**config.mk**
```make
export PLATFORM = sky130hd
export DESIGN_NAME = rsi_core
export DESIGN_NICKNAME = d
export VERILOG_FILES = /design/src/rsi_pkg.sv /design/src/rsi_alu.sv /design/src/rsi_core.sv
export SDC_FILE = /design/constraint.sdc
export NUM_CORES = 1
export LEC_CHECK = 0
export BUFFER_PORTS_ARGS = -buffer_cell sky130_fd_sc_hd__buf_2
export CORE_MARGIN = 4
export CORE_UTILIZATION = 28
export DETAILED_ROUTE_END_ITERATION = 10
export HOLD_SLACK_MARGIN = 0.1
export PLACE_DENSITY = 0.57
export SLEW_MARGIN = 20
export SYNTH_ARGS = -nofsm -noshare
export SYNTH_HDL_FRONTEND = slang
export SYNTH_SLANG_ARGS = --single-unit
```
**constraint.sdc**
```tcl
create_clock -name REF_CLK_I -period 1.6 [get_ports REF_CLK_I]
set_clock_uncertainty 0.2 [all_clocks]
set_input_delay 0.32 -clock REF_CLK_I [delete_from_list [all_inputs] [get_ports REF_CLK_I]]
set_output_delay 0.32 -clock REF_CLK_I [all_outputs]
set_load 0.05 [all_outputs]
```
**src/rsi_pkg.sv**
```systemverilog
// Shared constants and types for the rotate and set-ones instruction block
package rsi_pkg;

  // Opcode fields of the two handled instructions
  localparam logic [5:0]  ROT_OPC       = 6'h10;   // Upper six bits 0100 00
  localparam logic [6:0]  SET_OPC       = 7'h34;   // Upper seven bits 0110 100
  localparam int          DEST_BIT      = 9;       // Destination select position
  localparam int          ACC_BIT       = 8;       // Bank select position
  localparam int          FADR_MSB      = 7;       // File address top bit

  // Address layout
  localparam int          FADR_W        = 8;
  localparam int          BANK_W        = 4;
  localparam int          RF_ADDR_W     = FADR_W + BANK_W;
  localparam logic [3:0]  ACC_LOW_BANK  = 4'h0;    // Access bank, lower half
  localparam logic [3:0]  ACC_HIGH_BANK = 4'hF;    // Access bank, upper half
  localparam logic [7:0]  ALL_ONES      = 8'hFF;

  // Reset values
  localparam logic [7:0]  DATA_RST      = 8'h00;
  localparam logic [11:0] ADDR_RST      = 12'h000;

  // Instruction cycle phases, Gray coded along the fixed ring
  typedef enum logic [1:0]
  {
    PH_Q1 = 2'b00,
    PH_Q2 = 2'b01,
    PH_Q3 = 2'b11,
    PH_Q4 = 2'b10
  } rsi_phase_e;

  typedef enum logic [1:0]
  {
    OP_NONE = 2'b00,
    OP_ROT  = 2'b01,
    OP_SET  = 2'b11
  } rsi_op_e;

  // Decoded instruction carried from the decode phase to the write phase
  typedef struct packed
  {
    rsi_op_e     op;
    logic        dest_f;
    logic        acc;
    logic [7:0]  fadr;
  } rsi_dec_s;

  localparam rsi_dec_s DEC_RST = '{op: OP_NONE, dest_f: 1'b0, acc: 1'b0, fadr: 8'h00};

  // Split an instruction word into the decoded fields
  function automatic rsi_dec_s rsi_decode(input logic [15:0] word);
    rsi_dec_s d;
    d        = DEC_RST;
    d.acc    = word[ACC_BIT];
    d.fadr   = word[FADR_W-1:0];
    if (word[15:10] == ROT_OPC)
    begin
      d.op     = OP_ROT;
      d.dest_f = word[DEST_BIT];
    end
    else if (word[15:9] == SET_OPC)
    begin
      d.op     = OP_SET;
      d.dest_f = 1'b1;
    end
    return d;
  endfunction : rsi_decode

endpackage : rsi_pkg

```
**src/rsi_alu.sv**
```systemverilog
// Data path for rotate right without carry and set to all ones
`timescale 1ns/100ps
`default_nettype none
module rsi_alu
  import rsi_pkg::*;
(
  input  wire rsi_op_e    op_i,
  input  wire logic [7:0] data_i,
  output logic [7:0]      result_o,
  output logic            neg_o,
  output logic            zero_o
);

  // Rotation moves bit 0 into bit 7; carry is never involved
  always_comb
  begin
    result_o = data_i;
    unique case (op_i)
      OP_ROT:  result_o = {data_i[0], data_i[7:1]};
      OP_SET:  result_o = ALL_ONES;
      OP_NONE: result_o = data_i;
    endcase
    neg_o  = result_o[7];
    zero_o = (result_o == DATA_RST);
  end

endmodule : rsi_alu
`default_nettype wire

```
**src/rsi_core.sv**
```systemverilog
// Decode and execute of rotate-right-no-carry and set-all-ones
// Contract
// - Set-all-ones writes FFh, flags untouched
// - Bank bit zero selects the access bank
// - Bank bit one uses bank select register
// - Rotate right, bit0 to bit7, N Z updated
// - Destination zero to W, one to file
//
// Decided for this implementation: the address map and the plain strobed port.
`timescale 1ns/100ps
`default_nettype none
module rsi_core
  import rsi_pkg::*;
(
  input  wire logic                 REF_CLK_I,
  input  wire logic                 RESET_N_I,
  input  wire logic [15:0]          INSTR_I,
  input  wire logic                 INSTR_VALID_I,
  input  wire logic [BANK_W-1:0]    BANK_SEL_I,
  input  wire logic [7:0]           RF_RDATA_I,
  output logic [RF_ADDR_W-1:0]      RF_ADDR_O,
  output logic                      RF_RD_O,
  output logic                      RF_WR_O,
  output logic [7:0]                RF_WDATA_O,
  output logic                      WREG_WR_O,
  output logic [7:0]                WREG_O,
  output logic                      FLAG_WR_O,
  output logic                      FLAG_N_O,
  output logic                      FLAG_Z_O,
  output logic [1:0]                PHASE_O,
  output logic                      INSTR_HIT_O
);

  ////////////////////////////////////////////////////////////////////////////
  // Reset release

  logic rst_meta_r;
  logic rst_n_r;

  // Async assert, release after two edges so all flops leave reset together
  always_ff @(posedge REF_CLK_I or negedge RESET_N_I)
  begin
    if (!RESET_N_I)
    begin
      rst_meta_r <= 1'b0;
      rst_n_r    <= 1'b0;
    end
    else
    begin
      rst_meta_r <= 1'b1;
      rst_n_r    <= rst_meta_r;
    end
  end

  ////////////////////////////////////////////////////////////////////////////
  // Execution state

  rsi_phase_e            phase_r,     phase_nxt;
  rsi_dec_s              dec_r,       dec_nxt;
  logic [RF_ADDR_W-1:0]  addr_r,      addr_nxt;
  logic                  rd_r,        rd_nxt;
  logic                  wr_r,        wr_nxt;
  logic [7:0]            wdata_r,     wdata_nxt;
  logic                  wreg_wr_r,   wreg_wr_nxt;
  logic [7:0]            wreg_r,      wreg_nxt;
  logic                  flag_wr_r,   flag_wr_nxt;
  logic                  n_r,         n_nxt;
  logic                  z_r,         z_nxt;
  logic                  hit_r,       hit_nxt;
  rsi_dec_s              dec_in;
  logic [7:0]            alu_res;
  logic                  alu_n;
  logic                  alu_z;

  assign dec_in = rsi_decode(INSTR_I);

  rsi_alu rsi_alu_i
  (
    .op_i     (dec_r.op),
    .data_i   (RF_RDATA_I),
    .result_o (alu_res),
    .neg_o    (alu_n),
    .zero_o   (alu_z)
  );

  // Next values: one phase per clock, the word is taken only in Q1
  always_comb
  begin
    phase_nxt   = phase_r;
    dec_nxt     = dec_r;
    addr_nxt    = addr_r;
    rd_nxt      = 1'b0;
    wr_nxt      = 1'b0;
    wdata_nxt   = wdata_r;
    wreg_wr_nxt = 1'b0;
    wreg_nxt    = wreg_r;
    flag_wr_nxt = 1'b0;
    n_nxt       = n_r;
    z_nxt       = z_r;
    hit_nxt     = 1'b0;
    unique case (phase_r)
      PH_Q1:
      begin
        phase_nxt = PH_Q2;
        dec_nxt   = INSTR_VALID_I ? dec_in : DEC_RST;
        if (INSTR_VALID_I && (dec_in.op != OP_NONE))
        begin
          hit_nxt = 1'b1;
          rd_nxt  = 1'b1;
          if (!dec_in.acc)
          begin
            // Low half maps to bank 0, high half to the top bank
            addr_nxt = {dec_in.fadr[FADR_MSB] ? ACC_HIGH_BANK : ACC_LOW_BANK,
                        dec_in.fadr};
          end
          else
          begin
            addr_nxt = {BANK_SEL_I, dec_in.fadr};
          end
        end
      end
      PH_Q2:
      begin
        phase_nxt = PH_Q3;
      end
      PH_Q3:
      begin
        // Read data stand only in this phase, so the result is caught now
        phase_nxt = PH_Q4;
        if (dec_r.op == OP_ROT)
        begin
          flag_wr_nxt = 1'b1;
          n_nxt       = alu_n;
          z_nxt       = alu_z;
        end
        if (dec_r.op != OP_NONE)
        begin
          if (dec_r.dest_f)
          begin
            wr_nxt    = 1'b1;
            wdata_nxt = alu_res;
          end
          else
          begin
            wreg_wr_nxt = 1'b1;
            wreg_nxt    = alu_res;
          end
        end
      end
      PH_Q4:
      begin
        phase_nxt = PH_Q1;
        dec_nxt   = DEC_RST;
      end
    endcase
  end

  // Registers only
  always_ff @(posedge REF_CLK_I or negedge rst_n_r)
  begin
    if (!rst_n_r)
    begin
      phase_r   <= PH_Q1;
      dec_r     <= DEC_RST;
      addr_r    <= ADDR_RST;
      rd_r      <= 1'b0;
      wr_r      <= 1'b0;
      wdata_r   <= DATA_RST;
      wreg_wr_r <= 1'b0;
      wreg_r    <= DATA_RST;
      flag_wr_r <= 1'b0;
      n_r       <= 1'b0;
      z_r       <= 1'b0;
      hit_r     <= 1'b0;
    end
    else
    begin
      phase_r   <= phase_nxt;
      dec_r     <= dec_nxt;
      addr_r    <= addr_nxt;
      rd_r      <= rd_nxt;
      wr_r      <= wr_nxt;
      wdata_r   <= wdata_nxt;
      wreg_wr_r <= wreg_wr_nxt;
      wreg_r    <= wreg_nxt;
      flag_wr_r <= flag_wr_nxt;
      n_r       <= n_nxt;
      z_r       <= z_nxt;
      hit_r     <= hit_nxt;
    end
  end

  // Outputs come straight from flops
  assign PHASE_O     = phase_r;
  assign RF_ADDR_O   = addr_r;
  assign RF_RD_O     = rd_r;
  assign RF_WR_O     = wr_r;
  assign RF_WDATA_O  = wdata_r;
  assign WREG_WR_O   = wreg_wr_r;
  assign WREG_O      = wreg_r;
  assign FLAG_WR_O   = flag_wr_r;
  assign FLAG_N_O    = n_r;
  assign FLAG_Z_O    = z_r;
  assign INSTR_HIT_O = hit_r;

  logic q1_take;
  assign q1_take = (phase_r == PH_Q1) && INSTR_VALID_I && (dec_in.op != OP_NONE);
endmodule : rsi_core
`default_nettype wire

```
==> results of run 1 <==
state kept, by name, summed over array words and instances (netlist names):
name,cells
FLAG_N_O,1
FLAG_WR_O,1
FLAG_Z_O,1
INSTR_HIT_O,1
PHASE_O,2
RF_ADDR_O,12
RF_WDATA_O,8
RF_WR_O,1
WREG_O,8
WREG_WR_O,1
dec_r,3
rst_meta_r,1
rst_n_r,1
cell type report:
cell class	instances	area, µm²	area share (%)
Clock buffer	7	96.34	3.339
Clock inverter	1	5.005	0.1735
Inverter	8	30.03	1.041
Multi-Input combinational cell	108	839.6	29.10
Sequential cell	41	1030	35.69
Tap cell	75	93.84	3.252
Timing Repair Buffer	113	790.8	27.41
power by group:
group          total (W)  switching [W]  internal [W]  leakage [nW]
registers        0.00111      0.0000274       0.00108         0.476
clock network   0.000745       0.000355      0.000390        0.0542
logic           0.000446       0.000293      0.000153         0.900
total            0.00230       0.000676       0.00163          1.43
logic make-up (layout without fill, tap and decap cells):
logic type,after synthesis,in the layout
AOI/OAI and AO/OA,45,46
adders and majority gates,3,3
muxes,8,8
and+or+nand+nor,50,50
other,1,1
buffers and inverters,17,129
DFF,41,41
metrics by stage:
step / area, µm² / cells / setup slack, ns / power (W)
floorplan: 1823 / 165 / -0.2811 / 0.001379
global placement: 2330 / 318 / -0.1781 / 0.001508
detailed placement: 2330 / 318 / -0.2779 / 0.001514
CTS: 2714 / 345 / -0.1219 / 0.002323
global route: 2885 / 353 / -0.2263 / 0.002440
finish: 2885 / 353 / -0.1313 / 0.002302
layer usage:
metal | up-vias | GRT usage (%)
li1 | 795 | -
met1 | 776 | 16.39
met2 | 59 | 21.23
met3 | 14 | 4.327
met4 | 0 | 5.021
met5 | - | 0
critical path, delay by kind of cell, from the launching register on:
family	cells	cell delay [ns]
AO/OA/AOI/OAI	1	0.20
flip-flops	1	0.43
buffers and inverters	1	0.18
AND/OR/NAND/NOR	1	0.26
multiplexers	1	0.34
placed cells by master (no fill, tap or decap), types with 3 or more instances in the layout:
| cell | count |
|---|---|
| buf_4 | 18 |
| clkbuf_8 | 7 |
| buf_6 | 12 |
| nand2_2 | 10 |
| dlygate4sd3_1 | 16 |
| nand2_1 | 23 |
| nor2_1 | 5 |
| o2bb2ai_2 | 4 |
| inv_1 | 4 |
| inv_2 | 4 |
| a21oi_1 | 6 |
| dfrtp_2 | 3 |
| o21ai_0 | 5 |
| a21oi_2 | 6 |
| buf_2 | 65 |
| mux2_2 | 8 |
| o21ai_2 | 12 |
| dfrtp_1 | 38 |
| o21ai_1 | 8 |
final timing paths:
| kind | end | slack (ns) | start |
|---|---|---|---|
| min in group asynchronous | rst_meta_r | 0.14 | RESET_N_I |
| max in group asynchronous | PHASE_O[1] | 0.31 | rst_n_r |
| setup / recovery | RF_ADDR_O[7] | -0.13 | PHASE_O[0] |
| setup reg to reg | RF_ADDR_O[7] | -0.13 | PHASE_O[0] |
| hold reg to reg | rst_n_r | 0.16 | rst_meta_r |
| hold / removal | dec_r[11] | 0.12 | INSTR_I[9] |
timing repair:
action | 4_1_cts | 5_1_grt
hold endpoints to repair | 54 | 0
cloned | 2 | 2
pin swaps | 9 | 10
buffers inserted | 1 | 6
gates resized for setup | 24 | 44
endpoints found under the setup margin | 33 | 34
hold buffers | 16 | 0
==> results by group, run 1 <==
Placement
  • PortBufs: 67
  • Hpwl dp: 3.171 mm
  • Gpl congestion: 0.7971

Detailed routing
  • Avg Vias per Cell: 4.657
  • Highest metal used: met4
  • DRC errors left: 0
  • Initial DRC count: 41
  • Metal3 WL: 350 µm
  • Met1 wire length: 2.018 mm
  • DR pass1 iterations: 4
  • Detail Route Antenna Nets: 0
  • Routed wl met2: 2.345 mm
  • Total Routed Length: 4.847 mm
  • Routed len/inst: 13.73 µm
  • Via Count: 1644

Timing
  • Worst Setup Slack, final: -0.1313 ns
  • Max-slew violations: 0
  • Final hold vios: 0
  • Worst hold slack: 0.1170 ns
  • Final TNS setup: -1.405 ns
  • RSZ-0062 raised after global routing: yes
  • Tcrit/Tclk final: 108.2%
  • Max Clock Freq: 0.5776 GHz
  • Endpoints failing setup: 15
  • Minimum clock period: 1.731 ns

Worst setup path
  • Worst EP required: 1.58 ns
  • CP Max Fanout: 6
  • Setup crit start kind: register
  • Reg2Reg Depth: 4
  • Worst path cell trace: nor4b_4 > buf_4 > o2111ai_4 > mux2_2
  • Crit Path Category: reg2reg
  • Crit. End Element: register
  • Slowest stage delay, CP: 0.43 ns
  • Critical path data arrival time: 1.71 ns
  • Critical-path top delay cell: dfrtp_2

Global route
  • First-pass GRT wire length: 7.838 mm
  • Total track usage: 13.17%
  • Largest net degree at the start of global routing: 25
  • Vias in the first global route: 1649
  • Grt total ovfl: 0
  • Antenna violations before repair: 0

Clocking
  • H-tree Lvls: 2
  • Clock root buffer: clkbuf_8
  • TritonCTS clock tree: yes
  • Num CTS Buffers: 5
  • Skew-Pair Late Insertion Delay: 0.29 ns
  • Clock buffer depth: 2
  • CTS clk-pin slew, worst paths: 0.08 ns
  • Clk sink count: 41

Floorplan
  • Vert. Die Dim: 87.77 µm
  • Num rows: 28
  • Die area: 7704 µm²
  • Starting density of the core: 29.40%
  • Area of the core: 6061 µm²
  • I/O pins: 68
  • Die width: 87.77 µm

Synth
  • Seq/Total Area, Yosys: 57.58%
  • Top cells by count, synth: 41 x dfrtp_1, 34 x nand2_1, 21 x o21ai_0, 12 x a21oi_1
  • Post-Synthesis Cell Area: 1782 µm²
  • EDFF count, synth: 0
  • Register bit count reported by yosys: 41
  • Most frequent cell after synthesis: dfrtp_1
  • Main combinational cell family by area after synthesis: compound AO/OA/AOI/OAI gates
  • Dominant cells by area after synthesis: dfrtp_1 58%, nand2_1 7.2%, o21ai_0 5.9%
  • Synth Flop Type: dfrtp_1
  • Unique masters post-synth: 29
  • Compound-cell area share of the yosys netlist: 16.01%
  • Async S/R FF share, synth: 100.0%
  • Area leader, netlist: dfrtp_1
  • Synthesis warning total: 0
  • Adder-cell share of the synthesized area: 2.107%
  • Post-synth top area share: 57.58%
  • Post-Synth Simple-Gate Area: 13.27%
  • Syn avg cell area: 10.80 µm²
  • Post-Synthesis Cells: 165
  • Syn Nets: 199
  • Multiplexer area fraction after synthesis: 5.056%
  • Post-synthesis xor/xnor area fraction: 0%

Finish
  • Fillers: 590
  • Fin util: 47.61%
  • # diodes: 0
  • Final #Nets: 311
  • Layout cells sized above 1: 58.99%
  • Layout area overhead: 61.94%

Flow run
  • Max-cap violations: 0

Power and ir drop
  • Worst-case vdd ir drop: 0.0004157 V
  • Power per Cell Area: 797.8 nW/µm²
  • LEAKAGE: 1.431 nW

Min path
  • WHS Path Cells: 3
  • Worst hold-check path type: in2reg

Run status
  • Failing checks: setup timing
  • Status: complete, but fails checks
Power figures use the tool's default switching activity.
==> run 2: changes to the inputs <==
Clock period 1.6 ns to 1.9 ns, I/O delays scaled along.
==> results by group, run 2 (synthesis results as in run 1) <==
Clocking
  • Clock root buffer: clkbuf_8
  • TritonCTS clock tree: yes
  • H-tree Lvls: 2 (unchanged)
  • Post CTS Setup Buffer Count: 0 (-1)
  • Num CTS Buffers: 5 (unchanged)
  • Clock buffer depth: 2 (unchanged)
  • Skew-Pair Late Insertion Delay: 0.28 ns (about the same)
  • CTS clk-pin slew, worst paths: 0.08 ns (about the same)
  • Clk sink count: 41 (unchanged)

Detailed routing
  • Initial DRC count: 38 (-7.3%)
  • Via Count: 1452 (-12%)
  • Routed len/inst: 12.43 µm (-9.5%)
  • DRC errors left: 0 (unchanged)
  • DR pass1 iterations: 4 (unchanged)
  • Detail Route Antenna Nets: 0 (unchanged)
  • Total Routed Length: 4.053 mm (-16%)
  • Avg Vias per Cell: 4.454 (-4.4%)

Floorplan
  • I/O pins: 68 (unchanged)
  • Area of the core: 6061 µm² (unchanged)
  • Vert. Die Dim: 87.77 µm (unchanged)
  • Die width: 87.77 µm (unchanged)
  • Num rows: 28 (unchanged)
  • Starting density of the core: 29.40% (unchanged)
  • Die area: 7704 µm² (unchanged)

Timing
  • Tcrit/Tclk final: 94.89% (-13 points)
  • RSZ-0062 raised after global routing: no
  • Endpoints failing setup: 0 (-15)
  • Worst Setup Slack, final: 0.09709 ns (+0.2284 ns)
  • Minimum clock period: 1.803 ns (+0.07160 ns)
  • Final hold vios: 0 (unchanged)
  • Final TNS setup: 0 ns (+1.405 ns)
  • Max-slew violations: 0 (unchanged)
  • Max Clock Freq: 0.5547 GHz (-4.0%)

Finish
  • Commonest non-fill, non-tap cell in the layout: buf_2
  • Largest register FFs: 12 (unchanged)
  • Final #Nets: 284 (-8.7%)
  • Layout area overhead: 37.22%
  • Layout cells sized above 1: 45.02% (-14 points)
  • Commonest non-fill, non-tap cells in the layout: 67 x buf_2, 40 x dfrtp_1, 34 x nand2_1
  • Fin util: 40.34% (-7.3 points)
  • # diodes: 0 (unchanged)
  • Non-Filler Instances: 326 (-7.6%)
  • Fillers: 638 (+8.1%)

Global route
  • Vias in the first global route: 1389 (-16%)
  • Antenna violations before repair: 0 (unchanged)
  • Largest net degree at the start of global routing: 21 (-16%)
  • Grt total ovfl: 0 (unchanged)
  • First-pass GRT wire length: 6.472 mm (-17%)
  • Total track usage: 10.73% (-2.4 points)

Placement
  • Gpl congestion: 0.8597 (+7.9%)
  • Cell count after placement: 313 (-1.6%)
  • Hpwl dp: 3.087 mm (-2.7%)
  • PortBufs: 67 (unchanged)
  • Pre-CTS setup slack: -0.09357 ns (+0.1843 ns)

Run status
  • Status: completed

Worst setup path
  • Crit Path Category: reg2reg
  • Reg2Reg Depth: 6 (+2)
  • Worst EP required: 1.89 ns (+0.31 ns)
  • Setup crit start kind: register
  • Critical path data arrival time: 1.80 ns (+0.09 ns)
  • CP Max Fanout: 5 (-1)
  • Crit. End Element: register

Power and ir drop
  • Power per Cell Area: 737.5 nW/µm² (-7.6%)
  • Worst-case vdd ir drop: 0.0003245 V (-22%)
  • LEAKAGE: 1.280 nW (-11%)

Min path
  • Worst hold-check path type: in2reg
  • WHS Path Cells: 2 (-1)

Flow run
  • Max-cap violations: 0 (unchanged)
## run 2: cell count changes in the layout (fill, tap and decap cells not counted), sizes merged
cell / before / now
buf: 97 / 82
clkbuf: 7 / 6
clkinv: 1 / 2
dlygate4sd3: 16 / 5
o2111ai: 2 / 1
## run 2: what timing repair did
action	4_1_cts	5_1_grt
pin swaps	1	1
hold buffers	5	0
hold endpoints to repair	13	0
setup endpoints to repair	1	1
resized for setup	6	3
## run 2: final cells by class
cell class / count / area [µm²] / share of cell area (%)
Sequential cell: 41 / 1027 / 42.02
Multi-Input combinational cell: 107 / 700.7 / 28.66
Timing Repair Buffer: 87 / 510.5 / 20.88
Tap cell: 75 / 93.84 / 3.838
Clock buffer: 6 / 72.57 / 2.968
Inverter: 8 / 30.03 / 1.228
Clock inverter: 2 / 10.01 / 0.4094
## run 2: worst paths after layout
kind                       startpoint            to  slack, ns
hold / removal             INSTR_I[0]  RF_ADDR_O[0]       0.12
setup reg to reg            dec_r[10]      FLAG_Z_O        0.1
hold reg to reg            rst_meta_r       rst_n_r       0.16
max in group asynchronous     rst_n_r     dec_r[10]       0.62
setup / recovery            dec_r[10]      FLAG_Z_O        0.1
min in group asynchronous   RESET_N_I    rst_meta_r       0.20
## run 2: critical path, cell delays in order, from the launching register on
cell and delay [ns]:
dfrtp_1 0.38, buf_4 0.14, ha_2 0.21, nor2_4 0.19
o2bb2ai_2 0.15, nand4_1 0.13, o41ai_2 0.31
## run 2: routing by layer
layer	GRT usage, %	vias up	part of all wire [%]
met5	0	-	0
met4	3.347	0	1.0
met3	3.198	5	7.0
met2	18.01	44	48
met1	13.26	668	44
li1	-	735	-
## run 2: through the flow
stage	hold slack, ns	instance area [µm²]	power (W)
floorplan	-0.1156	1783	0.001156
global placement	-0.03379	2265	0.001263
detailed placement	-0.03153	2265	0.001266
CTS	0.1067	2425	0.001835
global route	0.1007	2445	0.001904
finish	0.1186	2445	0.001803
## run 2: power breakdown
| group | switching, W | total [W] | internal (W) |
|---|---|---|---|
| sequential | 0.0000177 | 0.000929 | 0.000912 |
| combinational | 0.000225 | 0.000327 | 0.000102 |
| clock | 0.000292 | 0.000547 | 0.000255 |
| total | 0.000535 | 0.00180 | 0.00127 |
